===== config.mk =====
export PLATFORM = sky130hd
export DESIGN_NAME = hub_port_config_fields
export DESIGN_NICKNAME = d
export VERILOG_FILES = /design/src/design/hub_cfg_pkg.sv /design/src/design/hub_port_config_fields.sv
export SDC_FILE = /design/constraint.sdc
export NUM_CORES = 1
export LEC_CHECK = 0
export BUFFER_PORTS_ARGS = -buffer_cell sky130_fd_sc_hd__buf_4
export CELL_PAD_IN_SITES_DETAIL_PLACEMENT = 0
export CELL_PAD_IN_SITES_GLOBAL_PLACEMENT = 1
export CORE_MARGIN = 2
export CORE_UTILIZATION = 34
export DETAILED_ROUTE_END_ITERATION = 10
export PLACE_DENSITY_LB_ADDON = 0.15
export SLEW_MARGIN = 40
export SYNTH_ARGS = -nofsm -noshare
export SYNTH_HDL_FRONTEND = slang
export SYNTH_SLANG_ARGS = --single-unit

===== constraint.sdc =====
create_clock -name clk_i -period 2.4 [get_ports clk_i]
set_input_delay 0.72 -clock clk_i [delete_from_list [all_inputs] [get_ports clk_i]]
set_output_delay 0.72 -clock clk_i [all_outputs]
set_load 0.01 [all_outputs]

===== src/design/hub_cfg_pkg.sv =====
// Purpose: shared constants and types of the hub port configuration bank
// Assumes: 100 MHz clock, 32-bit classic Wishbone register access
// Notes:   register index times four gives the byte address
package hub_cfg_pkg;

  // --------------------------------------------------------------------
  // register indices (byte address = index * 4)
  // --------------------------------------------------------------------
  localparam logic [5:0] CFG_BYTE2_IDX = 6'h07;
  localparam logic [5:0] INDICATOR_REMAP_IDX = 6'h08;
  localparam logic [5:0] FIXED_MASK_IDX = 6'h09;
  localparam logic [5:0] STATUS_IDX = 6'h10;

  // --------------------------------------------------------------------
  // field positions
  // --------------------------------------------------------------------
  localparam int OC_DLY_LSB = 4;
  localparam int COMPOUND_BIT = 3;
  localparam int RENUMBER_BIT = 3;
  localparam int IND_MODE_LSB = 1;
  localparam int STRING_BIT = 0;
  localparam int STAT_OC_BIT = 0;
  localparam int STAT_COMPOUND_BIT = 1;
  localparam int STAT_STRAP_BIT = 2;

  // --------------------------------------------------------------------
  // reset values
  // --------------------------------------------------------------------
  localparam logic [1:0] OC_DLY_RST = 2'h0;
  localparam logic COMPOUND_RST = 1'b0;
  localparam logic [3:0] CFG3_RST = 4'h0;
  localparam logic [7:1] FIXED_MASK_RST = 7'h00;

  // --------------------------------------------------------------------
  // codes and timing
  // --------------------------------------------------------------------
  localparam logic [1:0] IND_SPEED_CODE = 2'h1;
  localparam int CLK_MHZ = 100;
  localparam int OC_DLY0_US = 100;
  localparam int OC_DLY1_US = 4000;
  localparam int OC_DLY2_US = 8000;
  localparam int OC_DLY3_US = 16000;
  localparam int OC_DLY0_CYC = OC_DLY0_US * CLK_MHZ;
  localparam int OC_DLY1_CYC = OC_DLY1_US * CLK_MHZ;
  localparam int OC_DLY2_CYC = OC_DLY2_US * CLK_MHZ;
  localparam int OC_DLY3_CYC = OC_DLY3_US * CLK_MHZ;
  localparam int OC_CNT_W = 21;

  // --------------------------------------------------------------------
  // types
  // --------------------------------------------------------------------
  typedef enum logic [1:0] {
    OC_IDLE = 2'b00,
    OC_COUNT = 2'b01,
    OC_QUAL = 2'b11
  } oc_state_type;

  // what the hub reports to the host, as one bundle
  typedef struct packed {
    logic compound;
    logic renumber;
    logic speed_indication;
    logic indicator_support;
    logic string_support;
    logic [7:0] fixed_mask;
  } hub_report_type;

endpackage


===== src/design/hub_port_config_fields.sv =====
// Purpose: configuration fields for compound, indicators, strings, fixed
//          ports and over-current qualification of a multi-port hub
// Assumes: synchronous active-high reset, inputs synchronous to clk_i
// Notes:   report and status follow the fields one cycle later
// Function
// - over-current delay field bits 5:4 pick 0.1, 4, 8 or 16 ms
// - outside strap configuration, compound bit 3 of byte 2 set means hub reports compound device
// - in strap configuration any fixed port forces compound report
// - byte 3 bit 3 picks standard numbering (0) or port remap (1)
// - indicator mode bits 2:1, code 01 speed, other codes usb mode
// - indicator support reported only while usb mode is selected
// - byte 3 bit 0 enables string descriptor support
// - mask bit n marks downstream port n non-removable, reported
// - mask bit 0 is reserved and always reads zero
// - in internal default configuration fixed ports come from straps
`timescale 1ns/1ps

module hub_port_config_fields
  import hub_cfg_pkg::*;
#(
  parameter int OC_DLY0 = OC_DLY0_CYC,
  parameter int OC_DLY1 = OC_DLY1_CYC,
  parameter int OC_DLY2 = OC_DLY2_CYC,
  parameter int OC_DLY3 = OC_DLY3_CYC
)
(
  // clock and reset
  input wire logic clk_i,
  input wire logic rst_i,
  // wishbone slave
  input wire logic cyc_i,
  input wire logic stb_i,
  input wire logic we_i,
  input wire logic [7:0] adr_i,
  input wire logic [3:0] sel_i,
  input wire logic [31:0] dat_i,
  output logic [31:0] dat_o,
  output logic ack_o,
  // configuration source and straps
  input wire logic strap_config_i,
  input wire logic [1:0] fixed_port_straps_i,
  // over-current sense
  input wire logic oc_raw_i,
  output logic oc_qualified_o,
  // host-facing report
  output hub_report_type report_o
);

  // ----------------------------------------------------------------------
  // register state
  // ----------------------------------------------------------------------
  logic [1:0] oc_dly_q, oc_dly_d;
  logic compound_q, compound_d;
  logic [3:0] cfg3_q, cfg3_d;
  logic [7:1] mask_q, mask_d;
  logic ack_q, ack_d;
  logic [31:0] dat_q, dat_d;
  logic [5:0] idx;
  logic req;
  logic wr_take;
  logic [7:0] strap_mask;
  logic [7:0] eff_mask;
  logic eff_compound;

  assign idx = adr_i[7:2];
  assign req = cyc_i & stb_i;
  // a write lands on the edge where the master sees ack
  assign wr_take = req & we_i & ack_q & sel_i[0];

  // strap decode: port 1, ports 1-2, ports 1-3 for codes 1..3
  always_comb
  begin
    case (fixed_port_straps_i)
      2'h1: strap_mask = 8'h02;
      2'h2: strap_mask = 8'h06;
      2'h3: strap_mask = 8'h0e;
      default: strap_mask = 8'h00;
    endcase
  end

  // straps replace the written mask in internal default configuration
  assign eff_mask = strap_config_i ? strap_mask :
    {mask_q, 1'b0};
  // any strapped fixed port makes the hub compound
  assign eff_compound = strap_config_i ? (|strap_mask) :
    compound_q;

  // ----------------------------------------------------------------------
  // bus slave
  // ----------------------------------------------------------------------
  // next state of registers, ack and read data
  always_comb
  begin
    oc_dly_d = oc_dly_q;
    compound_d = compound_q;
    cfg3_d = cfg3_q;
    mask_d = mask_q;
    ack_d = req & ~ack_q; // one-cycle ack, dropped after the master sees it
    dat_d = dat_q;
    if (wr_take)
    begin
      case (idx)
        CFG_BYTE2_IDX:
        begin
          oc_dly_d = dat_i[OC_DLY_LSB +: 2];
          compound_d = dat_i[COMPOUND_BIT];
        end
        INDICATOR_REMAP_IDX: cfg3_d = dat_i[3:0];
        FIXED_MASK_IDX: mask_d = dat_i[7:1];
        default: ;
      endcase
    end
    if (req & ~ack_q & ~we_i)
    begin
      dat_d = 32'h0000_0000; // reserved and unmapped bits read zero
      case (idx)
        CFG_BYTE2_IDX:
        begin
          dat_d[OC_DLY_LSB +: 2] = oc_dly_q;
          dat_d[COMPOUND_BIT] = compound_q;
        end
        INDICATOR_REMAP_IDX: dat_d[3:0] = cfg3_q;
        FIXED_MASK_IDX: dat_d[7:0] = {mask_q, 1'b0};
        STATUS_IDX:
        begin
          dat_d[STAT_OC_BIT] = oc_qualified_o;
          dat_d[STAT_COMPOUND_BIT] = eff_compound;
          dat_d[STAT_STRAP_BIT] = strap_config_i;
        end
        default: ;
      endcase
    end
  end

  // register stage of the bus slave
  always_ff @(posedge clk_i)
  begin
    if (rst_i)
    begin
      oc_dly_q <= OC_DLY_RST;
      compound_q <= COMPOUND_RST;
      cfg3_q <= CFG3_RST;
      mask_q <= FIXED_MASK_RST;
      ack_q <= 1'b0;
      dat_q <= 32'h0000_0000;
    end
    else
    begin
      oc_dly_q <= oc_dly_d;
      compound_q <= compound_d;
      cfg3_q <= cfg3_d;
      mask_q <= mask_d;
      ack_q <= ack_d;
      dat_q <= dat_d;
    end
  end

  assign ack_o = ack_q;
  assign dat_o = dat_q;

  // ----------------------------------------------------------------------
  // host report
  // ----------------------------------------------------------------------
  hub_report_type report_q, report_d;
  logic [1:0] ind_mode;

  assign ind_mode = cfg3_q[IND_MODE_LSB +: 2];

  // registered so the descriptor logic never sees a half-written byte
  always_comb
  begin
    report_d.compound = eff_compound;
    report_d.renumber = cfg3_q[RENUMBER_BIT];
    report_d.speed_indication = (ind_mode == IND_SPEED_CODE);
    report_d.indicator_support = (ind_mode != IND_SPEED_CODE);
    report_d.string_support = cfg3_q[STRING_BIT];
    report_d.fixed_mask = eff_mask;
  end

  always_ff @(posedge clk_i)
  begin
    if (rst_i)
      report_q <= '0;
    else
      report_q <= report_d;
  end

  assign report_o = report_q;

  // ----------------------------------------------------------------------
  // over-current qualification
  // ----------------------------------------------------------------------
  oc_state_type oc_q, oc_d;
  logic [OC_CNT_W-1:0] cnt_q, cnt_d;
  logic [OC_CNT_W-1:0] dly_sel;

  // delay choice; a change mid-count applies at once, a trade for area
  always_comb
  begin
    case (oc_dly_q)
      2'h0: dly_sel = OC_CNT_W'(OC_DLY0);
      2'h1: dly_sel = OC_CNT_W'(OC_DLY1);
      2'h2: dly_sel = OC_CNT_W'(OC_DLY2);
      default: dly_sel = OC_CNT_W'(OC_DLY3);
    endcase
  end

  // any drop of the raw flag restarts the wait, so glitches are ignored
  always_comb
  begin
    oc_d = oc_q;
    cnt_d = cnt_q;
    case (oc_q)
      OC_IDLE:
      begin
        cnt_d = '0;
        if (oc_raw_i)
          oc_d = OC_COUNT;
      end
      OC_COUNT:
      begin
        if (!oc_raw_i)
          oc_d = OC_IDLE;
        else if (cnt_q >= dly_sel - OC_CNT_W'(1))
          oc_d = OC_QUAL;
        else
          cnt_d = cnt_q + OC_CNT_W'(1);
      end
      OC_QUAL:
      begin
        if (!oc_raw_i)
          oc_d = OC_IDLE;
      end
      default: oc_d = OC_IDLE;
    endcase
  end

  always_ff @(posedge clk_i)
  begin
    if (rst_i)
    begin
      oc_q <= OC_IDLE;
      cnt_q <= '0;
    end
    else
    begin
      oc_q <= oc_d;
      cnt_q <= cnt_d;
    end
  end

  assign oc_qualified_o = (oc_q == OC_QUAL);
endmodule


==> impl_results.md, run 1 <==
- Outcome: finished with violations
- Failing checks: negative setup slack
- DIE AREA: 10400 µm²
- Required time worst endpoint: 2680 ps
- Post-Synth Simple-Gate Area: 0.272
- Initial antenna violation count: 0
- Post-CTS Hold Buffers: 0
- Routed Antenna Nets: 0
- CP max stage cell: or4_1
- Worst hold path class: flop to flop
- Worst Skew: 6.58 ps
- Peak supply drop: 0.358 mV
- Worst Setup Slack, final: -143 ps
- CP most frequent cell: ha_4
- Register area share after synthesis: 0.356
- CP cell instances: inv_6, buf_12, ha_4, inv_4, ha_4, and4_1, nand4_1, buf_4, o21ai_4, buf_6, or4_1, a21oi_2
- Critical path fanouts, max: 6
- Main combinational cell family by area after synthesis: simple AND/OR/NAND/NOR gates
- Final #Nets: 536
- #FFs+latches synth: 58
- Hpwl dp: 6240 µm
- Gr usage total: 0.175
- # IOs: 100
- Final min period: 2540 ps
- Xor and xnor fraction of the mapped netlist area: 0
- Mux cell area share after synthesis: 0.0768
- First-pass GRT wire length: 14000 µm
- PwrDens: 474 nW/µm²
- Unrepaired setup endpoints after global routing: yes
- Final GP Congestion: 0.773
- Share of layout cells above drive strength 1: 0.320
- Die Ht: 102 µm
- Leak pwr: 1.83 nW
- Final Power: 2.12 mW
- # setup viols final: 7
- Startpoint types: flop
- Critical path type: flop to flop
- Synth area leader: dfxtp_1
- Later-pin clock latency in the skew report: 340 ps
- R2R Setup Slk: -140 ps
- H-tree Lvls: 3
- Synth Area in Adders: 0.0845
- Crit path capture type: flop
- Initial Util: 0.351
- Critical path's top delay family: simple AND/OR/NAND/NOR gates
- Max-Cap Viols: 0
- CTS root buffer: clkbuf_8
- Drt drc: 0
- Distinct cells, synth: 51
- Dpl cells: 564
- Most frequent cells in the layout: 76 x buf_4, 56 x dfxtp_1, 39 x nor2_1, 30 x nand2_1
- Final Hold Viols: 0
- Core area: 9280 µm²
- # fillers: 909
- Worst-Margin Slew: 568 ps
- Initial DRT Pass Iterations: 4
- Synth area leaders: dfxtp_1 36%, ha_1 8.4%, mux2i_1 7.7%
- Wire length per cell: 14.9 µm
- Max clock buf depth: 2
- Max_slew headroom: 0.621
- WL final: 8880 µm
- Post-synth top area share: 0.356
- Area added between synthesis and finish: 37.6%
- Slew Viols, Final: 0
- Netlist Area Pre-Place: 3260 µm²
- CTS tree: done
- Total CTS buffers: 9
- Period utilization: 1.06
- Starting DRC count in detailed routing: 101
- Clock transition at path regs: 70 ps
- Clock sinks: 58
- Via Count: 2988
- Avg Cell Area, Syn: 8.53 µm²
- WP buf/inv: 5
- Most common cell after layout, fill and taps aside: buf_4
- Arrival @ worst endpoint: 2820 ps
- # diodes: 0
- Die W: 102 µm
- Port-buffer cells: 45
- Syn Inst Count: 382
- Row count: 35
- Non-filler cells, final: 595
- Max incr delay on CP: 480 ps
- Largest net degree at the start of global routing: 36
- Via/cell ratio: 5.02
- Achievable Freq: 393 MHz
- Overflow after GRT: 0
- Syn. warnings: 0
- Vias in the first global route: 2830
- Post-synthesis compound-gate area fraction: 0.119
cell families (layout without fill, tap and decap cells):
| family | count (synthesis) | count (layout) |
|---|---|---|
| adder cells (fa/ha/maj) | 22 | 22 |
| flip-flops | 58 | 58 |
| AND/OR/NAND/NOR | 170 | 170 |
| other | 1 | 25 |
| buffers and inverters | 50 | 110 |
| multiplexers | 25 | 25 |
| AO/OA/AOI/OAI | 56 | 56 |
path summary, 6_finish.rpt:
kind / cells after the start / start / endpoint
min: 2 / dat_o[6] / dat_o[6]
max: 12 / oc_dly_q[0] / cnt_q[4]
min reg2reg: 2 / dat_o[6] / dat_o[6]
max reg2reg: 12 / oc_dly_q[0] / cnt_q[4]
repair_timing:
action	in CTS	in global routing
pin swaps	14	20
cloned	1	0
setup buffers	3	12
endpoints found under the setup margin	16	19
resized for setup	21	40
power breakdown:
part	switching (mW)	internal [mW]
combinational	0.0818	0.0566
clock	0.399	0.610
sequential	0.00636	0.971
state kept, by name, summed over array words and instances (netlist names):
| register | count |
|---|---|
| cnt_q | 21 |
| report_o | 12 |
| dat_o | 8 |
| mask_q | 7 |
| cfg3_q | 4 |
| oc_dly_q | 2 |
| oc_q | 2 |
| ack_o | 1 |
| compound_q | 1 |
tightest hold or removal path, delay by kind of cell, from the launching register on:
kind	cells	cell delay, ps
flops	1	310
compound gates	1	50
simple gates	1	50
per-stage QoR:
stage          setup slack (ps)  TNS [ps]  cell area (µm²)   util  hold WS (ps)
5_1_grt                    -231     -2540             4480  0.483           474
3_3_place_gp               -161      -672             3800  0.410           448
6_report                   -143      -633             4480  0.483           459
3_5_place_dp               -158      -735             3810  0.410           449
4_1_cts                    -122      -414             4160  0.448           462
2_1_floorplan              7.15         0             3370      -           441
layer usage:
metal,up-vias,global-route usage,share of wire
met3,9,0.0540,0.052
met4,0,0.0544,0.012
li1,1496,-,-
met1,1409,0.215,0.45
met5,-,0,0
met2,74,0.294,0.49
cell usage after synthesis, drive strengths merged:
library cell and count:
a2111oi 1, a211oi 5, a21o 1, a21oi 20, a221oi 3, a22oi 1
a31o 4, a31oi 1, a32oi 1, a41o 1, a41oi 1, and2 6
and3 4, and4 4, and4bb 1, buf 30, clkbuf 12, conb 1
dfxtp 58, ha 22, inv 8, mux2i 25, nand2 30, nand2b 2
nand3 18, nand4 12, nand4b 3, nor2 40, nor2b 6, nor3 19
nor3b 3, nor4 4, o211ai 1, o21a 1, o21ai 5, o221a 1
o22ai 1, o31a 1, o31ai 5, o41ai 2, or2 3, or3 10
or4 5
cell type report:
cell class              count  area [µm²]  share of cell area
multi-input cells         298        2190               0.489
flip-flops and latches     58        1170               0.261
repair buffers             86         701               0.156
well taps                 129         161              0.0360
clock buffers              11         141              0.0315
clock inverters             5        77.6              0.0173
inverters                   8        42.5             0.00949
Power figures use the tool's default switching activity.
==> run 2, diff against run 1 <==
Settings changed: CTS_CLUSTER_SIZE set to 10, REMOVE_ABC_BUFFERS set to 1.
==> run 2 against run 1 <==
Compared with the run above: the flow still finishes with violations (negative setup slack); maximum frequency increased by 1.6%; critical path depth is 3 lower; sequential power hardly changed; count of clock-buffer cells in the layout is the same; non-clock buffer count fell by 6; first-iteration DRC count increased by 23%.
==> impl_results.md, run 2 (synthesis results as in run 1) <==
- # setup viols final: 14 (+7)
- Row count: 35 (unchanged)
- PwrDens: 448 nW/µm² (-5.5%)
- # diodes: 0 (unchanged)
- DIE AREA: 10400 µm² (unchanged)
- Slew Viols, Final: 0 (unchanged)
- Largest Register: cnt_q
- CTS root buffer: clkbuf_8
- Critical path fanouts, max: 8 (+2)
- Share of layout cells above drive strength 1: 0.308 (-0.0117)
- CTS tree: done
- Overflow after GRT: 0 (unchanged)
- Max_slew headroom: 0.607 (-0.0133)
- Initial antenna violation count: 0 (unchanged)
- Gr usage total: 0.176 (+0.00114)
- Core area: 9280 µm² (unchanged)
- Worst Setup Slack, final: -102 ps (+40.3 ps)
- Non-filler cells, final: 590 (-0.84%)
- Clock sinks: 58 (unchanged)
- Worst-Margin Slew: 588 ps (+19.9 ps)
- Post-CTS Hold Buffers: 0 (unchanged)
- Largest net degree at the start of global routing: 31 (-14%)
- Peak supply drop: 0.261 mV (-27%)
- CP cell instances: inv_4, ha_4, inv_1, ha_1, a21oi_1, o21ai_2, o31a_4, or4_4, mux2i_1
- Leak pwr: 1.77 nW (-3.2%)
- Max clock buf depth: 2 (unchanged)
- Vias in the first global route: 2798 (-1.1%)
- Wire length per cell: 15.2 µm (+1.6%)
- Starting DRC count in detailed routing: 124 (+23%)
- CP max stage cell: or4_4
- Critical path's top delay family: compound AO/OA/AOI/OAI gates
- Max-Cap Viols: 0 (unchanged)
- WP buf/inv: 2 (-3)
- Final Hold Viols: 0 (unchanged)
- First-pass GRT wire length: 14200 µm (+1.5%)
- Final instance area: 4350 µm² (-3.1%)
- Via Count: 3018 (+1.0%)
- Failing checks: negative setup slack
- Total CTS buffers: 9 (unchanged)
- Drt drc: 0 (unchanged)
- Final min period: 2500 ps (-40.3 ps)
- Initial Util: 0.351 (unchanged)
- Routed Antenna Nets: 0 (unchanged)
- Startpoint types: flop
- Worst Skew: 10.2 ps (+3.63 ps)
- Most common cell after layout, fill and taps aside: buf_4
- Max reg flops: 21 (unchanged)
- Clock transition at path regs: 70 ps (about the same)
- Area added between synthesis and finish: 33.4%
- Die W: 102 µm (unchanged)
- # fillers: 943 (+3.7%)
- Most frequent cells in the layout: 74 x buf_4, 56 x dfxtp_1, 39 x nor2_1, 30 x nand2_1
- Dpl cells: 565 (+0.18%)
- Die Ht: 102 µm (unchanged)
- Max incr delay on CP: 490 ps (about the same)
- H-tree Lvls: 3 (unchanged)
- Required time worst endpoint: 2640 ps (-40 ps)
- Hpwl dp: 6170 µm (-1.1%)
- Period utilization: 1.04 (-0.0168)
- Final #Nets: 531 (-0.93%)
- Area after DPL: 3790 µm² (-0.39%)
- WL final: 8950 µm (+0.77%)
- Via/cell ratio: 5.12 (+1.9%)
- Worst hold path class: flop to flop
- Outcome: finished with violations
- Unrepaired setup endpoints after global routing: yes
- Critical path type: flop to flop
- Arrival @ worst endpoint: 2740 ps (-80 ps)
- # IOs: 100 (unchanged)
- Port-buffer cells: 45 (unchanged)
- Crit path capture type: flop
- Final GP Congestion: 0.796 (+3.0%)
- Achievable Freq: 400 MHz (+1.6%)
- Initial DRT Pass Iterations: 4 (unchanged)
- Later-pin clock latency in the skew report: 350 ps (about the same)
run 2: changes by cell type in the layout (fill, tap and decap cells not counted), moves of 2 or more:
cell	previous run	this run
nand3_4	3	1
bufinv_16	2	0
buf_12	2	0
nand3_2	2	5
o31ai_1	3	5
inv_6	2	0
ha_1	12	14
buf_6	8	4
buf_4	76	74
ha_4	9	6
run 2: power by group:
group | internal (mW) | switching [mW]
clock | 0.397 | 0.433
combinational | 0.0565 | 0.0810
sequential | 0.971 | 0.00643
run 2: timing repair:
| action | 4_1_cts | 5_1_grt |
|---|---|---|
| cloned | 1 | 1 |
| setup buffers | 2 | 5 |
| pin swaps | 16 | 18 |
| gates resized for setup | 32 | 28 |
| endpoints found under the setup margin | 22 | 22 |
run 2: stage by stage:
step	util	hold slack, ps	setup TNS (ps)	power (mW)	worst slack [ps]
3_3_place_gp	0.408	446	-2210	1.14	-287
6_report	0.468	460	-560	1.95	-102
2_1_floorplan	-	437	-6740	1.06	-529
4_1_cts	0.445	466	-438	1.96	-122
3_5_place_dp	0.408	453	-3100	1.14	-340
5_1_grt	0.468	488	-2520	2.03	-200
run 2: worst reg2reg max path, stage by stage (launching register included):
cell and delay (ps):
dfxtp_4 390, inv_4 70, ha_4 270, inv_1 50, ha_1 320, a21oi_1 210
o21ai_2 100, o31a_4 380, or4_4 490, mux2i_1 130
run 2: cell type report:
type / count / area [µm²] / area share
flip-flops and latches: 58 / 1170 / 0.269
well taps: 129 / 161 / 0.0371
multi-input cells: 299 / 2170 / 0.499
repair buffers: 80 / 641 / 0.147
clock buffers: 11 / 141 / 0.0325
clock inverters: 5 / 30.0 / 0.00691
inverters: 8 / 35.0 / 0.00806
run 2: metal layers:
layer | wire length (µm) | global-route usage | vias to the layer above
li1 | - | - | 1492
met1 | 4370 | 0.252 | 1458
met2 | 4120 | 0.262 | 58
met3 | 334 | 0.0376 | 10
met4 | 132 | 0.0626 | 0
met5 | 0 | 0 | -
run 2: final timing paths:
kind                             startpoint  endpoint  cells past startpoint  slack [ps]
worst min-delay path               dat_o[6]  dat_o[6]                      2         460
worst max-delay path            oc_dly_q[1]  cnt_q[5]                      9        -100
worst max register to register  oc_dly_q[1]  cnt_q[5]                      9        -100
worst min register to register     dat_o[6]  dat_o[6]                      2         460
==> run 3, diff against run 2 <==
==> constraint.sdc (replaced) <==
create_clock -name clk_i -period 2.4 [get_ports clk_i]
set_input_delay 0.24 -clock clk_i [delete_from_list [all_inputs] [get_ports clk_i]]
set_output_delay 0.24 -clock clk_i [all_outputs]
set_load 0.01 [all_outputs]
==> run 3 against run 2 <==
Compared with the run above: register-to-register slack barely moved; wire length decreased by 0.99%; the run still ends with negative setup slack left; count of clock-buffer cells in the layout unchanged; worst hold slack worse by 340 ps; highest routed layer unchanged.
==> impl_results.md, run 3 (synthesis results as in run 1) <==
- Port-buffer cells: 45 (unchanged)
- Die W: 102 µm (unchanged)
- Starting DRC count in detailed routing: 169 (+36%)
- Largest net degree at the start of global routing: 31 (unchanged)
- Clock sinks: 58 (unchanged)
- Drt drc: 0 (unchanged)
- Sw Share: 0.260 (-0.00810)
- Routed Antenna Nets: 0 (unchanged)
- CP max stage cell: or4_4
- H-tree Lvls: 3 (unchanged)
- Worst-Margin Slew: 546 ps (-42.7 ps)
- Later-pin clock latency in the skew report: 350 ps (about the same)
- Dpl cells: 563 (-0.35%)
- Final #Nets: 526 (-0.94%)
- Largest Register: cnt_q
- Clock transition at path regs: 70 ps (about the same)
- Max_slew headroom: 0.633 (+0.0261)
- Total CTS buffers: 9 (unchanged)
- Initial DRT Pass Iterations: 4 (unchanged)
- Arrival @ worst endpoint: 2730 ps (about the same)
- Sequential power share: 0.508 (+0.006)
- Register area: 1170 µm² (unchanged)
- WL final: 8860 µm (-0.99%)
- PwrDens: 448 nW/µm² (+0.15%)
- Max clock buf depth: 2 (unchanged)
- Initial antenna violation count: 0 (unchanged)
- Most common cell after layout, fill and taps aside: buf_4
- Failing checks: negative setup slack
- Final Hold Viols: 0 (unchanged)
- Slew Viols, Final: 0 (unchanged)
- Leak pwr: 1.73 nW (-2.2%)
- Post-layout util: 0.462 (-0.00579)
- Gr usage total: 0.176 (-0.000286)
- Outcome: finished with violations
- Achievable Freq: 401 MHz (+0.40%)
- Via/cell ratio: 5.08 (-0.75%)
- Part of the power in combinational logic: 0.071 (about the same)
- Vias in the first global route: 2759 (-1.4%)
- Final Power: 1.92 mW (-1.1%)
- Hpwl dp: 6150 µm (-0.37%)
- Worst Setup Slack, final: -92.3 ps (+10.0 ps)
- Non-filler cells, final: 585 (-0.85%)
- # IOs: 100 (unchanged)
- Final GP Congestion: 0.810 (+1.8%)
- CTS root buffer: clkbuf_8
- Max incr delay on CP: 490 ps (about the same)
- Core area: 9280 µm² (unchanged)
- Share of layout cells above drive strength 1: 0.296 (-0.0120)
- # fillers: 951 (+0.85%)
- Max-Cap Viols: 0 (unchanged)
- Critical path fanouts, max: 7 (-1)
- Final min period: 2490 ps (-10.0 ps)
- Initial Util: 0.351 (unchanged)
- Die Ht: 102 µm (unchanged)
- Overflow after GRT: 0 (unchanged)
- Share of power burned in the clock network: 0.421 (-0.006)
- # diodes: 0 (unchanged)
- CTS tree: done
- Period utilization: 1.04 (-0.00417)
- Area added between synthesis and finish: 31.7%
- Via Count: 2970 (-1.6%)
- Dpl ws: -272 ps (+68.1 ps)
- Wire length per cell: 15.1 µm (-0.15%)
- Crit path capture type: flop
- Most frequent cells in the layout: 70 x buf_4, 56 x dfxtp_1, 40 x nor2_1, 29 x nand2_1
- NetSw: 500 µW (-4.1%)
- Worst hold path class: input port to flop
- First-pass GRT wire length: 14000 µm (-1.9%)
- DIE AREA: 10400 µm² (unchanged)
- Pint: 1.42 mW (about the same)
- Row count: 35 (unchanged)
- # setup viols final: 6 (-8)
- CP most frequent cell: o21ai_2
- Worst Skew: 8.61 ps (-1.60 ps)
- Peak supply drop: 0.261 mV (+0.18%)
- Unrepaired setup endpoints after global routing: yes
- Max reg flops: 21 (unchanged)
- Critical path type: flop to flop
- Startpoint types: flop
- CP cell instances: inv_6, ha_4, o21ai_2, o21ai_1, ha_1, nand4_1, o21ai_2, o31a_4, or4_4, mux2i_1
- Multi-input logic area: 2160 µm² (-0.40%)
- Required time worst endpoint: 2640 ps (about the same)
==> run 3: power by group through the flow <==
stage	clock (mW)	sequential (mW)	combinational (mW)
global placement	0	1.00	0.136
global route	0.886	0.978	0.153
floorplan	0	1.00	0.0520
detailed placement	0	1.00	0.136
finish	0.809	0.977	0.137
CTS	0.838	0.977	0.137
==> run 3: area by class of cell <==
cell class	count	share of cell area
multi-input cells	299	0.503
flip-flops and latches	58	0.272
repair buffers	75	0.138
well taps	129	0.0376
clock buffers	11	0.0329
inverters	8	0.00933
clock inverters	5	0.00700
==> run 3: repair_timing <==
item	CTS	global route
buffers inserted	3	1
setup endpoints to repair	22	22
hold buffers	0	0
cloned	1	1
pin swaps	22	3
gates resized for setup	40	22
hold endpoints to repair	0	0
==> run 3: critical path, delay by kind of cell (launching register included) <==
family | cells | cell delay (ps)
buf+inv | 1 | 60
fa+ha+maj | 2 | 490
mux | 1 | 130
flops | 1 | 410
simple gates | 2 | 630
compound gates | 4 | 660
==> run 3: layer usage <==
| layer | vias to the layer above | track usage | wire (µm) |
|---|---|---|---|
| li1 | 1479 | - | - |
| met1 | 1409 | 0.242 | 4260 |
| met2 | 71 | 0.265 | 4060 |
| met3 | 11 | 0.0431 | 433 |
| met4 | 0 | 0.0708 | 114 |
| met5 | - | 0 | 0 |
==> run 3: worst paths after layout <==
kind / endpoint / startpoint / cells past startpoint / slack, ps
setup reg to reg: cnt_q[5] / oc_dly_q[0] / 10 / -90
setup / recovery: cnt_q[5] / oc_dly_q[0] / 10 / -90
hold reg to reg: dat_o[7] / dat_o[7] / 2 / 460
hold / removal: cfg3_q[0] / dat_i[0] / 3 / 120
==> run 3: stage by stage <==
stage | setup TNS [ps] | instance area, µm² | hold slack, ps
2_1_floorplan | -6740 | 3090 | 309
5_1_grt | -1650 | 4290 | 124
6_report | -186 | 4290 | 124
3_3_place_gp | -1140 | 3790 | 447
4_1_cts | -63.2 | 4180 | 115
3_5_place_dp | -2430 | 3790 | 452
